--- config.mk ---
export PLATFORM = sky130hd
export DESIGN_NAME = cispc_top
export DESIGN_NICKNAME = d
export VERILOG_FILES = /design/src/common/cispc_pkg.sv /design/src/cispc_top.sv
export SDC_FILE = /design/constraint.sdc
export NUM_CORES = 1
export LEC_CHECK = 0
export BUFFER_PORTS_ARGS = -buffer_cell sky130_fd_sc_hd__buf_2
export CAP_MARGIN = 40
export CORE_ASPECT_RATIO = 0.75
export CORE_MARGIN = 2
export CORE_UTILIZATION = 50
export CTS_CLUSTER_SIZE = 12
export DETAILED_ROUTE_END_ITERATION = 12
export PLACE_DENSITY = 0.78
export SLEW_MARGIN = 25
export SYNTH_ARGS = -nofsm -noshare
export SYNTH_HDL_FRONTEND = slang
export SYNTH_SLANG_ARGS = --single-unit
--- constraint.sdc ---
create_clock -name I_SYS_CLK -period 3.6 [get_ports I_SYS_CLK]
set_clock_uncertainty 0.05 [all_clocks]
set_input_delay 0.72 -clock I_SYS_CLK [delete_from_list [all_inputs] [get_ports I_SYS_CLK]]
set_output_delay 0.72 -clock I_SYS_CLK [all_outputs]
set_load 0.01 [all_outputs]
--- src/common/cispc_pkg.sv ---
package cispc_pkg;

  // Register byte offsets on the AXI4-Lite slave.
  localparam logic [7:0] ADDR_POWER_CONTROL = 8'h00;
  localparam logic [7:0] ADDR_STATUS        = 8'h04;
  localparam logic [7:0] ADDR_CONTROL       = 8'h08;

  // Field positions in the power control register.
  localparam int IDLE_BIT = 0;
  localparam int STOP_BIT = 1;

  // Field positions in the control register.
  localparam int LCD_EN_BIT = 0;
  localparam int WDT_EN_BIT = 1;

  // Field positions in the status register.
  localparam int ST_IDLE_BIT  = 0;
  localparam int ST_STOP_BIT  = 1;
  localparam int ST_WDT_BIT   = 2;
  localparam int ST_LCD_BIT   = 3;

  // Values after reset.
  localparam logic [7:0] POWER_CONTROL_RESET = 8'h00;
  localparam logic [1:0] CONTROL_RESET       = 2'h3;

  // Reset vector handed to the core after any reset.
  localparam logic [15:0] RESET_VECTOR = 16'h0000;

  // Lost clock detector timeout.
  localparam int CLK_MHZ        = 50;
  localparam int LCD_TIMEOUT_US = 100;
  localparam int LCD_CYCLES     = LCD_TIMEOUT_US * CLK_MHZ;

  // Default watchdog timeout in cycles.
  localparam int WDT_CYCLES = 65536;

  // Length of the internal reset pulse in cycles.
  localparam int RESET_PULSE_CYCLES = 4;

  localparam logic [1:0] AXI_OKAY   = 2'h0;
  localparam logic [1:0] AXI_SLVERR = 2'h2;

  typedef enum logic [1:0]
  {
    PM_RUN   = 2'b00,
    PM_IDLE  = 2'b01,
    PM_STOP  = 2'b10,
    PM_RESET = 2'b11
  } cispc_mode_t;

endpackage

--- src/cispc_top.sv ---
`timescale 1ns/1ns

// Notes on behaviour
// - Two low-power states, idle and stop, each with its own select bit.
// - Idle halts only the CPU; clocks and peripherals keep running.
// - Stop halts CPU, system clock, interrupts and timers except lost clock detector.
// - Writing idle select finishes the instruction, then halts CPU in idle.
// - Idle keeps all registers and memory unchanged.
// - Idle ends only on enabled interrupt, reset pin, or reset.
// - Interrupt wake clears idle select in hardware and restarts execution.
// - After wake the pending interrupt is serviced, then execution continues after.
// - Reset ending idle runs normal reset sequence, fetch from address zero.
// - Watchdog keeps counting in idle; its timeout resets and ends idle.
// - Once oscillator is off, only reset resumes execution.
// - Writing stop select finishes the instruction, then stops CPU and oscillator.
// - Stop ends only by reset; normal sequence, start at address zero.
// - Enabled lost clock detector resets and ends stop; disable for long sleep.
module cispc_top
  import cispc_pkg::*;
#(
  parameter int WDT_TIMEOUT = WDT_CYCLES,
  parameter int LCD_TIMEOUT = LCD_CYCLES
)
(
  input  wire logic        I_SYS_CLK,
  input  wire logic        I_RST_N,
  input  wire logic        I_EXT_RST_N,
  input  wire logic        I_IRQ_PENDING,
  input  wire logic        I_INSN_DONE,
  input  wire logic        I_WDT_KICK,
  input  wire logic        I_WDT_LOCK,
  input  wire logic [31:0] S_AXI_AWADDR,
  input  wire logic        S_AXI_AWVALID,
  output logic             S_AXI_AWREADY,
  input  wire logic [31:0] S_AXI_WDATA,
  input  wire logic [3:0]  S_AXI_WSTRB,
  input  wire logic        S_AXI_WVALID,
  output logic             S_AXI_WREADY,
  output logic [1:0]       S_AXI_BRESP,
  output logic             S_AXI_BVALID,
  input  wire logic        S_AXI_BREADY,
  input  wire logic [31:0] S_AXI_ARADDR,
  input  wire logic        S_AXI_ARVALID,
  output logic             S_AXI_ARREADY,
  output logic [31:0]      S_AXI_RDATA,
  output logic [1:0]       S_AXI_RRESP,
  output logic             S_AXI_RVALID,
  input  wire logic        S_AXI_RREADY,
  output logic             O_CPU_HALT,
  output logic             O_SYSCLK_EN,
  output logic             O_PERIPH_CLK_EN,
  output logic             O_CORE_RST,
  output logic [15:0]      O_RESET_VECTOR,
  output logic             O_WAKE_IRQ
);

  localparam logic [31:0] WDT_LIMIT = 32'(WDT_TIMEOUT - 1);
  localparam logic [31:0] LCD_LIMIT = 32'(LCD_TIMEOUT - 1);
  localparam logic [2:0]  RST_LIMIT = 3'(RESET_PULSE_CYCLES - 1);

  cispc_mode_t mode_q, mode_d;
  logic [7:0]  power_control_register_q, power_control_register_d;
  logic [1:0]  ctrl_q, ctrl_d;
  logic        idle_req_q, idle_req_d;
  logic        stop_req_q, stop_req_d;
  logic [31:0] wdt_cnt_q, wdt_cnt_d;
  logic [31:0] lcd_cnt_q, lcd_cnt_d;
  logic [2:0]  rst_cnt_q, rst_cnt_d;
  logic        wdt_flag_q, wdt_flag_d;
  logic        lcd_flag_q, lcd_flag_d;
  logic        wake_q, wake_d;
  logic        aw_got_q, aw_got_d;
  logic        w_got_q, w_got_d;
  logic [7:0]  aw_addr_q, aw_addr_d;
  logic [31:0] w_data_q, w_data_d;
  logic [3:0]  w_strb_q, w_strb_d;
  logic        bvalid_q, bvalid_d;
  logic [1:0]  bresp_q, bresp_d;
  logic        rvalid_q, rvalid_d;
  logic [1:0]  rresp_q, rresp_d;
  logic [31:0] rdata_q, rdata_d;
  logic        wr_fire;
  logic        wdt_expire;
  logic        lcd_expire;
  logic        any_reset;

  assign S_AXI_AWREADY = !aw_got_q && !bvalid_q;
  assign S_AXI_WREADY  = !w_got_q && !bvalid_q;
  assign S_AXI_ARREADY = !rvalid_q;
  assign S_AXI_BVALID  = bvalid_q;
  assign S_AXI_BRESP   = bresp_q;
  assign S_AXI_RVALID  = rvalid_q;
  assign S_AXI_RRESP   = rresp_q;
  assign S_AXI_RDATA   = rdata_q;

  assign wr_fire    = aw_got_q && w_got_q && !bvalid_q;
  // The watchdog runs in run and idle, since idle keeps the system and peripheral clocks alive.
  assign wdt_expire = ctrl_q[WDT_EN_BIT] && (mode_q != PM_STOP) && (mode_q != PM_RESET)
                      && (wdt_cnt_q == WDT_LIMIT);
  // The detector counts only while the system clock is halted.
  // A detector enabled late in a long stop fires at once rather than after a counter wrap.
  assign lcd_expire = ctrl_q[LCD_EN_BIT] && (mode_q == PM_STOP) && (lcd_cnt_q >= LCD_LIMIT);
  assign any_reset  = !I_EXT_RST_N || wdt_expire || lcd_expire;

  always_comb
  begin
    aw_got_d  = aw_got_q;
    w_got_d   = w_got_q;
    aw_addr_d = aw_addr_q;
    w_data_d  = w_data_q;
    w_strb_d  = w_strb_q;
    bvalid_d  = bvalid_q;
    bresp_d   = bresp_q;
    rvalid_d  = rvalid_q;
    rresp_d   = rresp_q;
    rdata_d   = rdata_q;
    if (S_AXI_AWVALID && S_AXI_AWREADY)
    begin
      aw_got_d  = 1'b1;
      aw_addr_d = S_AXI_AWADDR[7:0];
    end
    if (S_AXI_WVALID && S_AXI_WREADY)
    begin
      w_got_d  = 1'b1;
      w_data_d = S_AXI_WDATA;
      w_strb_d = S_AXI_WSTRB;
    end
    if (wr_fire)
    begin
      aw_got_d = 1'b0;
      w_got_d  = 1'b0;
      bvalid_d = 1'b1;
      bresp_d  = (aw_addr_q == ADDR_POWER_CONTROL || aw_addr_q == ADDR_CONTROL
                  || aw_addr_q == ADDR_STATUS) ? AXI_OKAY : AXI_SLVERR;
    end
    else if (bvalid_q && S_AXI_BREADY)
    begin
      bvalid_d = 1'b0;
    end
    if (S_AXI_ARVALID && S_AXI_ARREADY)
    begin
      rvalid_d = 1'b1;
      rresp_d  = AXI_OKAY;
      unique case (S_AXI_ARADDR[7:0])
        ADDR_POWER_CONTROL: rdata_d = {24'h000000, power_control_register_q};
        ADDR_CONTROL:       rdata_d = {30'h00000000, ctrl_q};
        ADDR_STATUS:        rdata_d = {28'h0000000, lcd_flag_q, wdt_flag_q,
                                       mode_q == PM_STOP, mode_q == PM_IDLE};
        default:
        begin
          rdata_d = 32'h00000000;
          rresp_d = AXI_SLVERR;
        end
      endcase
    end
    else if (rvalid_q && S_AXI_RREADY)
    begin
      rvalid_d = 1'b0;
    end
  end

  always_comb
  begin
    mode_d     = mode_q;
    power_control_register_d     = power_control_register_q;
    ctrl_d     = ctrl_q;
    idle_req_d = idle_req_q;
    stop_req_d = stop_req_q;
    wdt_cnt_d  = wdt_cnt_q;
    lcd_cnt_d  = lcd_cnt_q;
    rst_cnt_d  = rst_cnt_q;
    wdt_flag_d = wdt_flag_q;
    lcd_flag_d = lcd_flag_q;
    wake_d     = 1'b0;
    if (wr_fire && aw_addr_q == ADDR_POWER_CONTROL && w_strb_q[0] && mode_q == PM_RUN)
    begin
      power_control_register_d[7:2] = w_data_q[7:2] & 6'h36;
      if (w_data_q[IDLE_BIT])
      begin
        power_control_register_d[IDLE_BIT] = 1'b1;
        idle_req_d       = 1'b1;
      end
      if (w_data_q[STOP_BIT])
      begin
        stop_req_d = 1'b1;
      end
    end
    if (wr_fire && aw_addr_q == ADDR_CONTROL && w_strb_q[0])
    begin
      ctrl_d[LCD_EN_BIT] = w_data_q[LCD_EN_BIT];
      // A locked watchdog cannot be switched off.
      ctrl_d[WDT_EN_BIT] = w_data_q[WDT_EN_BIT] | (I_WDT_LOCK & ctrl_q[WDT_EN_BIT]);
    end
    if (wr_fire && aw_addr_q == ADDR_STATUS && w_strb_q[0])
    begin
      wdt_flag_d = wdt_flag_q & ~w_data_q[ST_WDT_BIT];
      lcd_flag_d = lcd_flag_q & ~w_data_q[ST_LCD_BIT];
    end
    // The watchdog freezes with the system clock in stop and restarts from zero after any reset.
    if (I_WDT_KICK || !ctrl_q[WDT_EN_BIT] || wdt_expire || mode_q == PM_RESET)
    begin
      wdt_cnt_d = 32'h00000000;
    end
    else if (mode_q != PM_STOP)
    begin
      wdt_cnt_d = wdt_cnt_q + 32'h00000001;
    end
    lcd_cnt_d = (mode_q == PM_STOP) ? lcd_cnt_q + 32'h00000001 : 32'h00000000;
    if (wdt_expire)
    begin
      wdt_flag_d = 1'b1;
    end
    if (lcd_expire)
    begin
      lcd_flag_d = 1'b1;
    end
    if (any_reset)
    begin
      mode_d     = PM_RESET;
      rst_cnt_d  = 3'h0;
      power_control_register_d     = POWER_CONTROL_RESET;
      idle_req_d = 1'b0;
      stop_req_d = 1'b0;
    end
    else
    begin
      unique case (mode_q)
        PM_RUN:
        begin
          // Entry waits for the writing instruction to retire.
          if (stop_req_q && I_INSN_DONE)
          begin
            mode_d     = PM_STOP;
            stop_req_d = 1'b0;
            idle_req_d = 1'b0;
          end
          else if (idle_req_q && I_INSN_DONE)
          begin
            mode_d     = PM_IDLE;
            idle_req_d = 1'b0;
          end
        end
        PM_IDLE:
        begin
          if (I_IRQ_PENDING)
          begin
            mode_d           = PM_RUN;
            power_control_register_d[IDLE_BIT] = 1'b0;
            wake_d           = 1'b1;
          end
        end
        PM_STOP:
        begin
          mode_d = PM_STOP;
        end
        PM_RESET:
        begin
          rst_cnt_d = rst_cnt_q + 3'h1;
          if (rst_cnt_q == RST_LIMIT)
          begin
            mode_d = PM_RUN;
          end
        end
      endcase
    end
  end

  always_ff @(posedge I_SYS_CLK or negedge I_RST_N)
  begin
    if (!I_RST_N)
    begin
      mode_q     <= PM_RESET;
      power_control_register_q     <= POWER_CONTROL_RESET;
      ctrl_q     <= CONTROL_RESET;
      idle_req_q <= 1'b0;
      stop_req_q <= 1'b0;
      wdt_cnt_q  <= 32'h00000000;
      lcd_cnt_q  <= 32'h00000000;
      rst_cnt_q  <= 3'h0;
      wdt_flag_q <= 1'b0;
      lcd_flag_q <= 1'b0;
      wake_q     <= 1'b0;
      aw_got_q   <= 1'b0;
      w_got_q    <= 1'b0;
      aw_addr_q  <= 8'h00;
      w_data_q   <= 32'h00000000;
      w_strb_q   <= 4'h0;
      bvalid_q   <= 1'b0;
      bresp_q    <= 2'h0;
      rvalid_q   <= 1'b0;
      rresp_q    <= 2'h0;
      rdata_q    <= 32'h00000000;
    end
    else
    begin
      mode_q     <= mode_d;
      power_control_register_q     <= power_control_register_d;
      ctrl_q     <= ctrl_d;
      idle_req_q <= idle_req_d;
      stop_req_q <= stop_req_d;
      wdt_cnt_q  <= wdt_cnt_d;
      lcd_cnt_q  <= lcd_cnt_d;
      rst_cnt_q  <= rst_cnt_d;
      wdt_flag_q <= wdt_flag_d;
      lcd_flag_q <= lcd_flag_d;
      wake_q     <= wake_d;
      aw_got_q   <= aw_got_d;
      w_got_q    <= w_got_d;
      aw_addr_q  <= aw_addr_d;
      w_data_q   <= w_data_d;
      w_strb_q   <= w_strb_d;
      bvalid_q   <= bvalid_d;
      bresp_q    <= bresp_d;
      rvalid_q   <= rvalid_d;
      rresp_q    <= rresp_d;
      rdata_q    <= rdata_d;
    end
  end

  // Halting only the CPU clock leaves core state frozen, not cleared.
  assign O_CPU_HALT      = (mode_q != PM_RUN);
  assign O_SYSCLK_EN     = (mode_q != PM_STOP);
  assign O_PERIPH_CLK_EN = (mode_q != PM_STOP);
  assign O_CORE_RST      = (mode_q == PM_RESET);
  assign O_RESET_VECTOR  = RESET_VECTOR;
  assign O_WAKE_IRQ      = wake_q;

endmodule // cispc_top

==> metrics <==
Final Wtd Congestion=0.803; reg-to-reg setup timing slack=1.28 ns; drt first pass iters=4; largest net degree at the start of global routing=61; synthesis warning total=0; # IOs=174; DR WL/cell=14.4 um; initial DRC count=321; WL final=roughly 11000 um; Crit Path Class=reg2out; max-cap violation count=0; CP startpoint kind=register; R2R depth=7; Layout Area Growth over Synthesis=9.84%; H-tree levels=3; Initial Util=51.3%; Max VDD drop=0.406 mV; final hold vios=0; multi-input gate area in the final layout=2540 um2; Syn Inst Count=574; # setup viols final=0; ys async rst share=100%; Power Density=slightly below 500 nW/um2; FILL cells=938; Worst EP arrival=2.09 ns; clk sinks=110; crit end category=output port; Lkg Pwr=between 2 and 3 nW; status=complete, no violations; RSZ-0062 raised after global routing=no; clk slew on worst S/H paths=0.08 ns; Max transition margin=49.6%; height of the die=roughly 96 um; vias in the first global route=roughly 4k; synth top area cells=dfrtp_1 47%, xor2_1 6.4%, buf_4 6.3%, nor2_1 6.2%, nand2_1 3.8%; CTS resizes=0; total number of vias=4076; Rows=33; worst hold slack=0.197 ns; min-delay worst type=in2async; root buffer cell=clkbuf_16; pins over their slew limit=0; distinct cell type count after synthesis=49; number of port buffers=54; Critical R2R Capture=wdt_cnt_q[15]; Post-synth EDFFs=0; Primary FF master, synth=dfrtp_1; dpl hpwl=7850 um; minimum clock period=roughly 2.9 ns; flip-flop and latch area=2760 um2; Post-CTS Setup Bufs=0; cts hold-fix bufs=0; Seq/Total Area, Yosys=49.3%; CTS tree=yes; Total Negative Setup Slacks=0 ns; Die Wd=126 um; first-pass GRT wire length=18600 um; most frequent cells in the layout=106 x dfrtp_1, 92 x nor2_1, 56 x nand2_1; commonest non-fill, non-tap cell in the layout=dfrtp_1; post-synth top area cell=dfrtp_1; DRC=0; clk_lat worst skew=between 0.3 and 0.4 ns; initial antenna violation count=1; NumNets Final=744; Die ar.=12100 um2; worst-margin pin slew=0.749 ns; Routed Antenna Nets=0; grt total ovfl=0; drt via density=5.27; required time worst endpoint=2.83 ns; Max Fclk=0.350 GHz; origin of the critical flop-to-flop path=wdt_cnt_q[6]; #FFs+latches synth=110; share of the synthesized area in the top cell type=47.4%; fin crit share=79.4%; Std-Cell Core Area=10900 um2; share of cells above drive strength 1=16.7%; CTS Buf Count=9; critical path peak fanout=33; Syn Area/Cell=9.75 um2; area of the mapped netlist=5600 um2; clk buf depth=2; gr usage total=roughly a fifth
sequential cells by signal, summed over array words and instances, names as in the netlist, 2 cells and up:
name / cells
w_data_q: 7
rst_cnt_q: 3
lcd_cnt_q: 32
power_control_register_q: 5
S_AXI_RDATA: 7
aw_addr_q: 8
ctrl_q: 2
wdt_cnt_q: 32
mode_q: 2
per-layer routing:
layer | routed length [um] | up-vias | global-route usage, %
met5 | 0 | - | 0
met4 | 158 | 0 | 5.68
met3 | 510 | 13 | 4.77
met2 | 5270 | 104 | 31.8
met1 | 5170 | 1984 | 25.4
li1 | - | 1975 | -
final cells by class:
class / instances / area share, %
clock inverters: 5 / 0.712
clock buffers: 11 / 3.79
multi-input cells: 432 / 41.3
repair buffers: 61 / 5.62
inverters: 14 / 0.855
flip-flops and latches: 110 / 44.9
diodes: 1 / 0.0407
well taps: 140 / 2.85
worst max path at each step:
stage | from | endpoint | slack (ns)
2_1_floorplan | mode_q[1] | O_SYSCLK_EN | 1.21
3_3_place_gp | mode_q[1] | O_SYSCLK_EN | 1.11
3_5_place_dp | mode_q[1] | O_PERIPH_CLK_EN | 1.09
4_1_cts | mode_q[1] | O_PERIPH_CLK_EN | 0.71
5_1_grt | mode_q[1] | O_SYSCLK_EN | 0.57
6_report | mode_q[1] | O_SYSCLK_EN | 0.74
Yosys cell counts (all sizes together), types with 7 or more instances:
cell type,instances
a21oi,11
and2,7
and3,7
buf,54
dfrtp,106
inv,14
mux2,16
nand2,56
nand3,28
nand4,25
nor2,92
nor3,12
nor4,13
o21ai,15
xnor2,20
xor2,41
kinds of logic (layout without fill, tap and decap cells):
family                   count (synthesis)  in the layout  synth area share [%]
AND/OR/NAND/NOR                        264            264                  23.7
flip-flops                             110            110                  49.3
buffers and inverters                   74             91                  8.20
XOR/XNOR                                61             61                  9.55
AO/OA/AOI/OAI                           39             39                  4.18
multiplexers                            21             21                  4.11
adder cells (fa/ha/maj)                  4              4                 0.894
other                                    1             44                0.0670
worst max-delay path: stages (launching register included):
cell,delay (ns)
dfstp_2,0.63
nor2b_1,0.40
inv_1,0.23
buf_4,0.30
buf_2,0.18
metrics by stage:
step | utilization (%) | setup slack, ns | cells | power, mW | cell area (um2)
final | 56.4 | 0.743 | 774 | 3.02 | 6150
after global routing | 56.4 | 0.566 | 773 | 3.18 | 6140
after CTS | 56.1 | 0.709 | 771 | 3.04 | 6120
after detailed placement | 53.6 | 1.09 | 755 | 2.10 | 5840
after global placement | 53.6 | 1.11 | 754 | 2.06 | 5840
after floorplan | - | 1.21 | 616 | 1.95 | 5750
report_power, final:
group          internal [mW]  switching, mW  total (mW)
Clock                  0.480          0.462       0.943
Combinational          0.236          0.325       0.560
Sequential              1.39          0.120        1.51
No activity file was read; power rests on OpenSTA's default activity.
